File: src/rtl/msr_pkg.sv
// Constants shared by the module select and reset control block.
package msr_pkg;
    // Clock period of sys_clk in nanoseconds.
    localparam int unsigned CLK_PERIOD_NS = 10;
    // Least low time on the reset input that starts a full reset, in microseconds.
    localparam int unsigned RESET_MIN_US = 10;
    localparam int unsigned RESET_MIN_CYCLES = (RESET_MIN_US * 1000 + CLK_PERIOD_NS - 1) / CLK_PERIOD_NS;
    // Initialization interval after reset release, in microseconds.
    localparam int unsigned INIT_US = 2000;
    localparam int unsigned INIT_CYCLES = (INIT_US * 1000) / CLK_PERIOD_NS;
    // Width of the settings word restored to defaults by a full reset.
    localparam int unsigned SETTINGS_W = 8;
    localparam logic [SETTINGS_W-1:0] SETTINGS_RESET = 8'h00;
    // Position of the data-not-ready bit in the status byte.
    localparam int unsigned STATUS_DNR_BIT = 0;
    localparam int unsigned FAULT_W = 4;
    typedef enum logic [1:0] {
        MSR_RUN,
        MSR_HOLD,
        MSR_INIT
    } msr_state_t;
endpackage : msr_pkg

File: src/rtl/msr_control.sv
// Module select gating and full reset sequencing for a pluggable module's management side.
//
// Functional notes
// - While select is low the block passes management bus commands and answers.
// - While select is high all management bus traffic is ignored, own address included.
// - An undriven select pin reads as deselected because of the internal pull-up.
// - An undriven reset pin reads as inactive high because of the internal pull-up.
// - A reset low for longer than the least pulse time restores every user setting to default.
// - The initialization interval is timed from the rising edge that ends the reset low.
// - At the end of reset the attention output goes low with data-not-ready cleared.
// - After power-up the same completion attention is posted with no reset pulse applied.
// - The attention output goes low to signal an operational fault or a critical status.
module msr_control #(
    parameter int unsigned RESET_MIN_CYCLES = msr_pkg::RESET_MIN_CYCLES,
    parameter int unsigned INIT_CYCLES = msr_pkg::INIT_CYCLES,
    parameter int unsigned FAULT_W = msr_pkg::FAULT_W
) (
    input wire logic sys_clk,
    input wire logic rst,
    // Pin level and drive enable as seen from the host side; pull-up resolved here.
    input wire logic module_select_pin_n,
    input wire logic module_select_pin_oe,
    input wire logic module_reset_pin_n,
    input wire logic module_reset_pin_oe,
    // Serial bus transaction strobes from the management bus engine.
    input wire logic bus_cmd_valid,
    output logic bus_cmd_accept,
    output logic bus_answer_en,
    // Settings written over the bus and held here.
    input wire logic settings_we,
    input wire logic [msr_pkg::SETTINGS_W-1:0] settings_wdata,
    output logic [msr_pkg::SETTINGS_W-1:0] settings,
    // Fault and critical status events; flag clear after host read.
    input wire logic [FAULT_W-1:0] fault_event,
    input wire logic flags_read,
    output logic [FAULT_W-1:0] fault_flags,
    output logic data_not_ready,
    output logic init_busy,
    // Open-drain attention pin: output level and drive enable.
    output logic attention_out_n,
    output logic attention_oe
);
    ////////////////////////////////////////////////////////////////////////////
    // Pin resolution with internal pull-ups.
    wire logic module_select_n = module_select_pin_oe ? module_select_pin_n : 1'b1;
    wire logic module_reset_n = module_reset_pin_oe ? module_reset_pin_n : 1'b1;
    wire logic selected = !module_select_n;

    ////////////////////////////////////////////////////////////////////////////
    // Reset low time measurement.
    logic low_long;
    msr_low_timer #(
        .LIMIT(RESET_MIN_CYCLES)
    ) u_low_timer (
        .sys_clk(sys_clk),
        .rst(rst),
        .low_level(!module_reset_n),
        .long_enough(low_long)
    );

    ////////////////////////////////////////////////////////////////////////////
    // Sequencer.
    localparam int unsigned IW = $clog2(INIT_CYCLES + 1);
    localparam logic [IW-1:0] INIT_LAST = IW'(INIT_CYCLES - 1);
    msr_pkg::msr_state_t state_q;
    msr_pkg::msr_state_t state_d;
    logic [IW-1:0] init_cnt_q;
    logic [IW-1:0] init_cnt_d;
    logic [msr_pkg::SETTINGS_W-1:0] settings_q;
    logic [msr_pkg::SETTINGS_W-1:0] settings_d;
    logic dnr_q;
    logic dnr_d;
    logic done_flag_q;
    logic done_flag_d;
    logic [FAULT_W-1:0] flags_q;
    logic [FAULT_W-1:0] flags_d;

    // The pin must still be low when the limit is seen, so a pulse of exactly the least length is ignored.
    wire logic full_reset = low_long && !module_reset_n;
    wire logic release_edge = (state_q == msr_pkg::MSR_HOLD) && module_reset_n;
    wire logic init_end = (state_q == msr_pkg::MSR_INIT) && (init_cnt_q == INIT_LAST);
    wire logic running = (state_q == msr_pkg::MSR_RUN);

    always_comb begin
        state_d = state_q;
        unique case (state_q)
            msr_pkg::MSR_RUN: begin
                if (full_reset) begin
                    state_d = msr_pkg::MSR_HOLD;
                end
            end
            msr_pkg::MSR_HOLD: begin
                if (release_edge) begin
                    state_d = msr_pkg::MSR_INIT;
                end
            end
            msr_pkg::MSR_INIT: begin
                if (full_reset) begin
                    state_d = msr_pkg::MSR_HOLD;
                end else if (init_end) begin
                    state_d = msr_pkg::MSR_RUN;
                end
            end
        endcase
    end

    assign init_cnt_d = (state_q == msr_pkg::MSR_INIT) ? init_cnt_q + IW'(1) : '0;
    // Settings return to defaults for the whole reset and initialization time.
    assign settings_d = !running ? msr_pkg::SETTINGS_RESET
                      : (settings_we && selected) ? settings_wdata : settings_q;
    // Follows the next state so data-not-ready rises in the same cycle as the busy indication.
    assign dnr_d = (state_d != msr_pkg::MSR_RUN);
    // Completion attention stays posted until the host reads the flags; a new completion wins.
    assign done_flag_d = init_end ? 1'b1 : (flags_read && selected ? 1'b0 : done_flag_q);
    // Fault events win over a clear in the same cycle so none is lost.
    assign flags_d = !running ? '0
                   : (fault_event | ((flags_read && selected) ? '0 : flags_q));

    always_ff @(posedge sys_clk) begin
        if (rst) begin
            // Power-up enters initialization directly, so completion posts unprompted.
            state_q <= msr_pkg::MSR_INIT;
            init_cnt_q <= '0;
            settings_q <= msr_pkg::SETTINGS_RESET;
            dnr_q <= 1'b1;
            done_flag_q <= 1'b0;
            flags_q <= '0;
        end else begin
            state_q <= state_d;
            init_cnt_q <= init_cnt_d;
            settings_q <= settings_d;
            dnr_q <= dnr_d;
            done_flag_q <= done_flag_d;
            flags_q <= flags_d;
        end
    end

    ////////////////////////////////////////////////////////////////////////////
    // Outputs.
    // Commands during reset are still taken so the host can poll data-not-ready.
    assign bus_cmd_accept = bus_cmd_valid && selected;
    assign bus_answer_en = selected;
    assign settings = settings_q;
    assign fault_flags = flags_q;
    assign data_not_ready = dnr_q;
    assign init_busy = !running;
    wire logic attention = done_flag_q || (|flags_q);
    // Open drain: only ever drive low.
    assign attention_out_n = 1'b0;
    assign attention_oe = attention;
endmodule // msr_control

File: src/rtl/msr_low_timer.sv
// Counter that measures how long the reset input has been held low.
module msr_low_timer #(
    parameter int unsigned LIMIT = 1000
) (
    input wire logic sys_clk,
    input wire logic rst,
    input wire logic low_level,
    output logic long_enough
);
    localparam int unsigned CW = $clog2(LIMIT + 1);
    localparam logic [CW-1:0] LIMIT_C = CW'(LIMIT);
    logic [CW-1:0] count_q;
    logic [CW-1:0] count_d;
    wire logic at_limit = (count_q == LIMIT_C);

    // Saturating so a very long hold never wraps back below the limit.
    assign count_d = !low_level ? '0 : (at_limit ? count_q : count_q + CW'(1));
    assign long_enough = at_limit;

    always_ff @(posedge sys_clk) begin
        if (rst) begin
            count_q <= '0;
        end else begin
            count_q <= count_d;
        end
    end
endmodule // msr_low_timer

File: config.mk
export PLATFORM = sky130hd
export DESIGN_NAME = msr_control
export DESIGN_NICKNAME = d
export VERILOG_FILES = /design/src/rtl/msr_pkg.sv /design/src/rtl/msr_control.sv /design/src/rtl/msr_low_timer.sv
export SDC_FILE = /design/constraint.sdc
export NUM_CORES = 1
export LEC_CHECK = 0
export ABC_AREA = 0
export BUFFER_PORTS_ARGS = -buffer_cell sky130_fd_sc_hd__buf_2
export CAP_MARGIN = 40
export CELL_PAD_IN_SITES_DETAIL_PLACEMENT = 1
export CELL_PAD_IN_SITES_GLOBAL_PLACEMENT = 2
export CORE_UTILIZATION = 34
export CTS_CLUSTER_SIZE = 30
export DETAILED_ROUTE_END_ITERATION = 6
export PLACE_DENSITY = 0.92
export SLEW_MARGIN = 20
export SYNTH_ARGS = -nofsm -noshare
export SYNTH_HDL_FRONTEND = slang
export SYNTH_SLANG_ARGS = --single-unit
File: constraint.sdc
create_clock -name sys_clk -period 2.4 [get_ports sys_clk]
set_input_delay 0.24 -clock sys_clk [delete_from_list [all_inputs] [get_ports sys_clk]]
set_output_delay 0.24 -clock sys_clk [all_outputs]
set_load 0.05 [all_outputs]
Word level (Yosys, flattened, before mapping)
Index checks and enable logic that the tools add are counted.

Bits in registers: 44. Output and inout port bits: 18. Logic and storage cells: 43.

$add $sub $neg: 2. Equality and inequality tests: 4. Multiplexer cells: 10. Bitwise operators: 3. Reductions and logical operators: 17.

Operators by type and width (count): 18-bit by 1-bit adder with 18-bit output (second input constant) (1); 18-bit equality test (second input constant) (1); 10-bit by 1-bit adder with 10-bit output (second input constant) (1); 10-bit equality test (second input constant) (1); 2-bit two-way mux (4); 1-bit logical AND (6); 2-bit case mux with 3 select lines (1); 2-bit OR reduction (3); 1-bit two-way mux (4); 4-bit two-way mux (1); 4-bit OR (1); 2-bit nonzero test (2); 4-bit OR reduction (1); 1-bit logical NOT (3); 2-bit by 1-bit equality test with 1-bit output (second input constant) (1); 2-bit equality test (second input constant) (1); 2-bit logical NOT (1); 1-bit NOT (2); 1-bit logical OR (1).

Depth between registers and ports, before layout
Depth in word-level cells: 6. Gate-level depth with buffers: 7. Depth with buffers taken out: 7.

Modules after synthesis
A second synthesis with hierarchy kept.

Cell total of the unflattened synthesis: 241. Area total of the unflattened synthesis: 2070.7 um^2.

By module, submodules not included: msr_control (instances 1, cells each 184, area an instance 1557.7 um^2); msr_low_timer (instances 1, cells each 57, area an instance 513.0 um^2).

Worst setup path after synthesis
OpenSTA, ideal clock, no wires.

Kind: in2out. Start: in module_select_pin_oe. End: out bus_cmd_accept. Data arrival time: 1587 ps. Setup slack: 573 ps. Cell stages on the path: 3. Path buffers: 1. Cell sequence: nor2b_1 clkbuf_1 and2_1.

Word-level cells in the longest chain between the ends: 3.

Ends and longest elaborated chain: start: declaration (RTL line msr_control.sv:22) `input wire logic module_select_pin_oe,`; 1-bit two-way mux (RTL line msr_control.sv:45) `wire logic module_select_n = module_select_pin_oe ? module_select_pin_n : 1'b1;`; 1-bit logical NOT (RTL line msr_control.sv:47) `wire logic selected = !module_select_n;`; net bus_answer_en (RTL line msr_control.sv:28) `output logic bus_answer_en,`; 1-bit logical AND (RTL line msr_control.sv:141) `assign bus_cmd_accept = bus_cmd_valid && selected;`; end: declaration (RTL line msr_control.sv:27) `output logic bus_cmd_accept,`.

The timed path passes the listed nets, and every way through them passes these cells.

Final worst setup path
Start: reg init_cnt_q[0]. End: reg state_q[0].

Word-level cells in the longest chain between the ends: 5.

Ends and longest elaborated chain: start: declaration (RTL line msr_control.sv:67) `logic [IW-1:0] init_cnt_q;`; start signal: assignment (RTL line msr_control.sv:130) `init_cnt_q <= init_cnt_d;`; 18-bit equality test (RTL line msr_control.sv:81) `wire logic init_end = (state_q == msr_pkg::MSR_INIT) && (init_cnt_q == INIT_LAST);`; 1-bit logical AND (RTL line msr_control.sv:81); 2-bit two-way mux (RTL line msr_control.sv:100) `end else if (init_end) begin`; 2-bit two-way mux (RTL line msr_control.sv:98) `if (full_reset) begin`; 2-bit case mux with 3 select lines (RTL line msr_control.sv:86) `unique case (state_q)`; end signal: assignment (RTL line msr_control.sv:122) `state_q <= msr_pkg::MSR_INIT;`; end signal: assignment (RTL line msr_control.sv:129) `state_q <= state_d;`; end: declaration (RTL line msr_control.sv:65) `msr_pkg::msr_state_t state_q;`.

No other way between the ends. A chain may end at the register's enable or synchronous reset.

==> summary.md <==
| Metric | Value |
|---|---|
| Status | `finished, final reports clean` |
| Critical-path cell list | `ha_1 > and4_4 > and3_2 > a31oi_1 > o21ba_2 > nor3b_2` |
| Buffers on Ports | `37` |
| Die W | `approximately 78 um` |
| Final setup vio count | `0` |
| Register bit total from synthesis | `44` |
| Clk_lat worst skew | `300 ps` |
| Congestion Overflow GR | `0` |
| First-pass GRT wire length | `approximately 7000 um` |
| Final hold viol count | `0` |
| Fill count | `between 600 and 700` |
| Hold Path Class | `input port to flip-flop` |
| Initial core utilization | `35.3%` |
| Critical Path RT | `~2600 ps` |
| Worst IR Drop VDD | `~0.21 mV` |
| Total track usage | `14.9%` |
| Final Wtd Congestion | `about 0.76` |
| FF-to-FF path depth | `6` |
| Worst Slack Setup Final | `approximately 740 ps` |
| Via count | `between 1500 and 2000` |
| CP top delay family | `simple AND/OR/NAND/NOR gates` |
| Hold depth | `3` |
| Layout cells sized above 1 | `about a fifth` |
| Crit. End Element | `flip-flop` |
| Maximum net fanout on the critical path | `5` |
| FF+latch area | `just under 900 um2` |
| Dominant synthesized flop cell | `dfxtp_1` |
| Post-route ant nets | `0` |
| Total setup buffers inserted after CTS | `0` |
| Die ar. | `0.00602 mm2` |
| Net Count, Synth | `250` |
| Initial antenna violation count | `0` |
| CORE AREA | `0.00551 mm2` |
| Max-slew violation count | `0` |
| Root Driver | `clkbuf_8` |
| Buffer depth of the longest clock path | `2` |
| Cell variety after synth | `38` |
| CP peak stage delay | `between 300 and 400 ps` |
| Final nets | `approximately 290` |
| WL/cell | `about 12 um` |
| Leakage power | `slightly above 0.0009 uW` |
| Cts bufs inserted | `5` |
| First drt pass iteration count | `4` |
| Final min period | `between 1500 and 2000 ps` |
| Mapped Cells | `223` |
| PostCTS Resize Cnt | `0` |
| Pwr per Cell Area | `about 650 mW/mm2` |
| Crit path depth | `6` |
| Bufs and invs on worst path | `0` |
| Max Fclk | `around 600 MHz` |
| Worst-path clk slew | `around 90 ps` |
| Fin Setup TNS | `0 ps` |
| CP max stage cell | `dfxtp_1` |
| Starting DRC count in detailed routing | `33` |
| Worst EP arrival | `about 1900 ps` |
| Drt via density | `between 4 and 5` |
| Placed Cells | `326` |
| Synth Cell Area | `around 0.002 mm2` |
| Area occupied by multi-input gates | `998 um2` |
| Pre-CTS worst setup slack | `741 ps` |
| Non-Filler Instances | `roughly 330` |
| Number of I/O pins | `39` |
| P&R area growth vs syn | `19.5%` |
| Worst Tran Pin Value | `684 ps` |
| Period utilisation layout | `69.4%` |
| CTS tree | `done` |
| Die Ht | `between 70 and 80 um` |
| # DRC | `0` |
| DRT Wirelength | `~4000 um` |
| H-tree lvl count | `2` |
| Post-DP HPWL | `between 3000 and 4000 um` |
| Yosys warns | `0` |
| TritonCTS Sinks | `between 40 and 50` |
| Vias in the first global route | `about 1600` |
| Unrepaired setup endpoints after global routing | `false` |
| ANT cells | `0` |
| CP startpoint kind | `flip-flop` |
| EDFF count, synth | `0` |
| Max-cap viol count | `0` |
| Crit Path Category | `flip-flop to flip-flop` |
| Ys async rst share | `0%` |
| Largest net degree at the start of global routing | `19` |
| Row count | `27` |
| Register area share after synthesis | `45.3%` |
| Max Clock Skew | `roughly 13 ps` |
| Max_slew headroom | `between 50% and 60%` |
| Mapped Avg Cell Area | `about 8.7 um2` |
| CTS Hold Bufs | `0` |
-- placed cells by master (no fill, tap or decap), types with 2 or more instances in the layout --
master and count:
a21oi_1 17, a31oi_1 3, and2_1 2, and3_1 3
and4_4 2, buf_2 37, clkbuf_8 7, dfxtp_1 44
ha_1 6, inv_1 9, nand2_1 19, nand2b_1 4
nand3_1 19, nand4_1 5, nor2_1 30, nor2b_1 4
nor3_1 4, o21ai_0 3, or3_1 4, xnor2_1 7
xor2_1 14
-- per-layer routing --
metal  track usage, %  vias up  part of all wire [%]
li1                 -      827                     -
met1             17.4      765                    46
met2             25.7       29                    48
met3             4.47        6                   4.7
met4             5.66        0                   1.5
met5                0        -                     0
-- cell families after synthesis --
family | count (synthesis) | share of synthesized area [%]
buf+inv | 16 | 3.28
mux | 1 | 0.515
fa+ha+maj | 6 | 3.86
other cells | 1 | 0.193
flops | 44 | 45.3
compound gates | 27 | 7.73
simple gates | 107 | 29.6
xor+xnor | 21 | 9.47
-- synth_stat cells, types with 2 or more instances --
library cell,n,share of area (%)
and3_1,3,0.97
nor3_1,4,1.0
o21ai_0,3,0.77
dfxtp_1,44,45
a31oi_1,3,0.97
and4_4,2,1.2
inv_1,9,1.7
nor2_1,30,5.8
nand3_1,19,4.9
ha_1,6,3.9
nand4_1,5,1.6
xor2_1,14,6.3
or3_1,4,1.3
clkbuf_1,6,1.2
and2_1,2,0.64
nand2_1,19,3.7
nand2b_1,4,1.3
a21oi_1,17,4.4
nor2b_1,4,1.3
xnor2_1,7,3.2
-- through the flow --
stage	hold slack [ps]	util, %	instance area [um2]	total power, uW
2_1_floorplan	310	-	1940	871
3_3_place_gp	440	39.9	2200	911
3_5_place_dp	448	39.9	2200	913
4_1_cts	138	42.2	2320	1540
5_1_grt	151	42.2	2320	1590
6_report	150	42.2	2320	1520
-- state kept, by name (all words and copies together), names as in the netlist --
| signal | count |
|---|---|
| data_not_ready | 1 |
| state_q | 2 |
| fault_flags | 4 |
| init_cnt_q | 18 |
| settings | 8 |
| u_low_timer.count_q | 10 |
| done_flag_q | 1 |
-- tightest hold or removal path: cells and delay by family --
| kind | cells | cell delay [ps] |
|---|---|---|
| compound gates | 1 | 30 |
| buf+inv | 1 | 80 |
| simple gates | 1 | 60 |
-- power by group --
group / total, uW / switching [uW] / internal, uW
sequential: 754 / 10.8 / 744
clock: 622 / 255 / 367
combinational: 139 / 95.4 / 43.5
total: 1520 / 361 / 1150
-- final cells by class --
type                            count  area share (%)
Clock buffer                        7            4.15
Clock inverter                      1            1.29
Inverter                            9            1.45
Multi-Input combinational cell    163            43.0
Sequential cell                    44            37.9
Tap cell                           72            3.88
Timing Repair Buffer               38            8.30
-- final timing paths --
kind	from	to	slack, ps
hold / removal	fault_event[2]	fault_flags[2]$_SDFF_PP0_	150
hold reg to reg	settings[6]$_SDFFE_PP0P_	settings[6]$_SDFFE_PP0P_	450
setup reg to reg	init_cnt_q[0]$_SDFF_PP0_	state_q[0]$_SDFF_PP0_	740
setup / recovery	init_cnt_q[0]$_SDFF_PP0_	state_q[0]$_SDFF_PP0_	740
No activity file was read; power rests on OpenSTA's default activity.
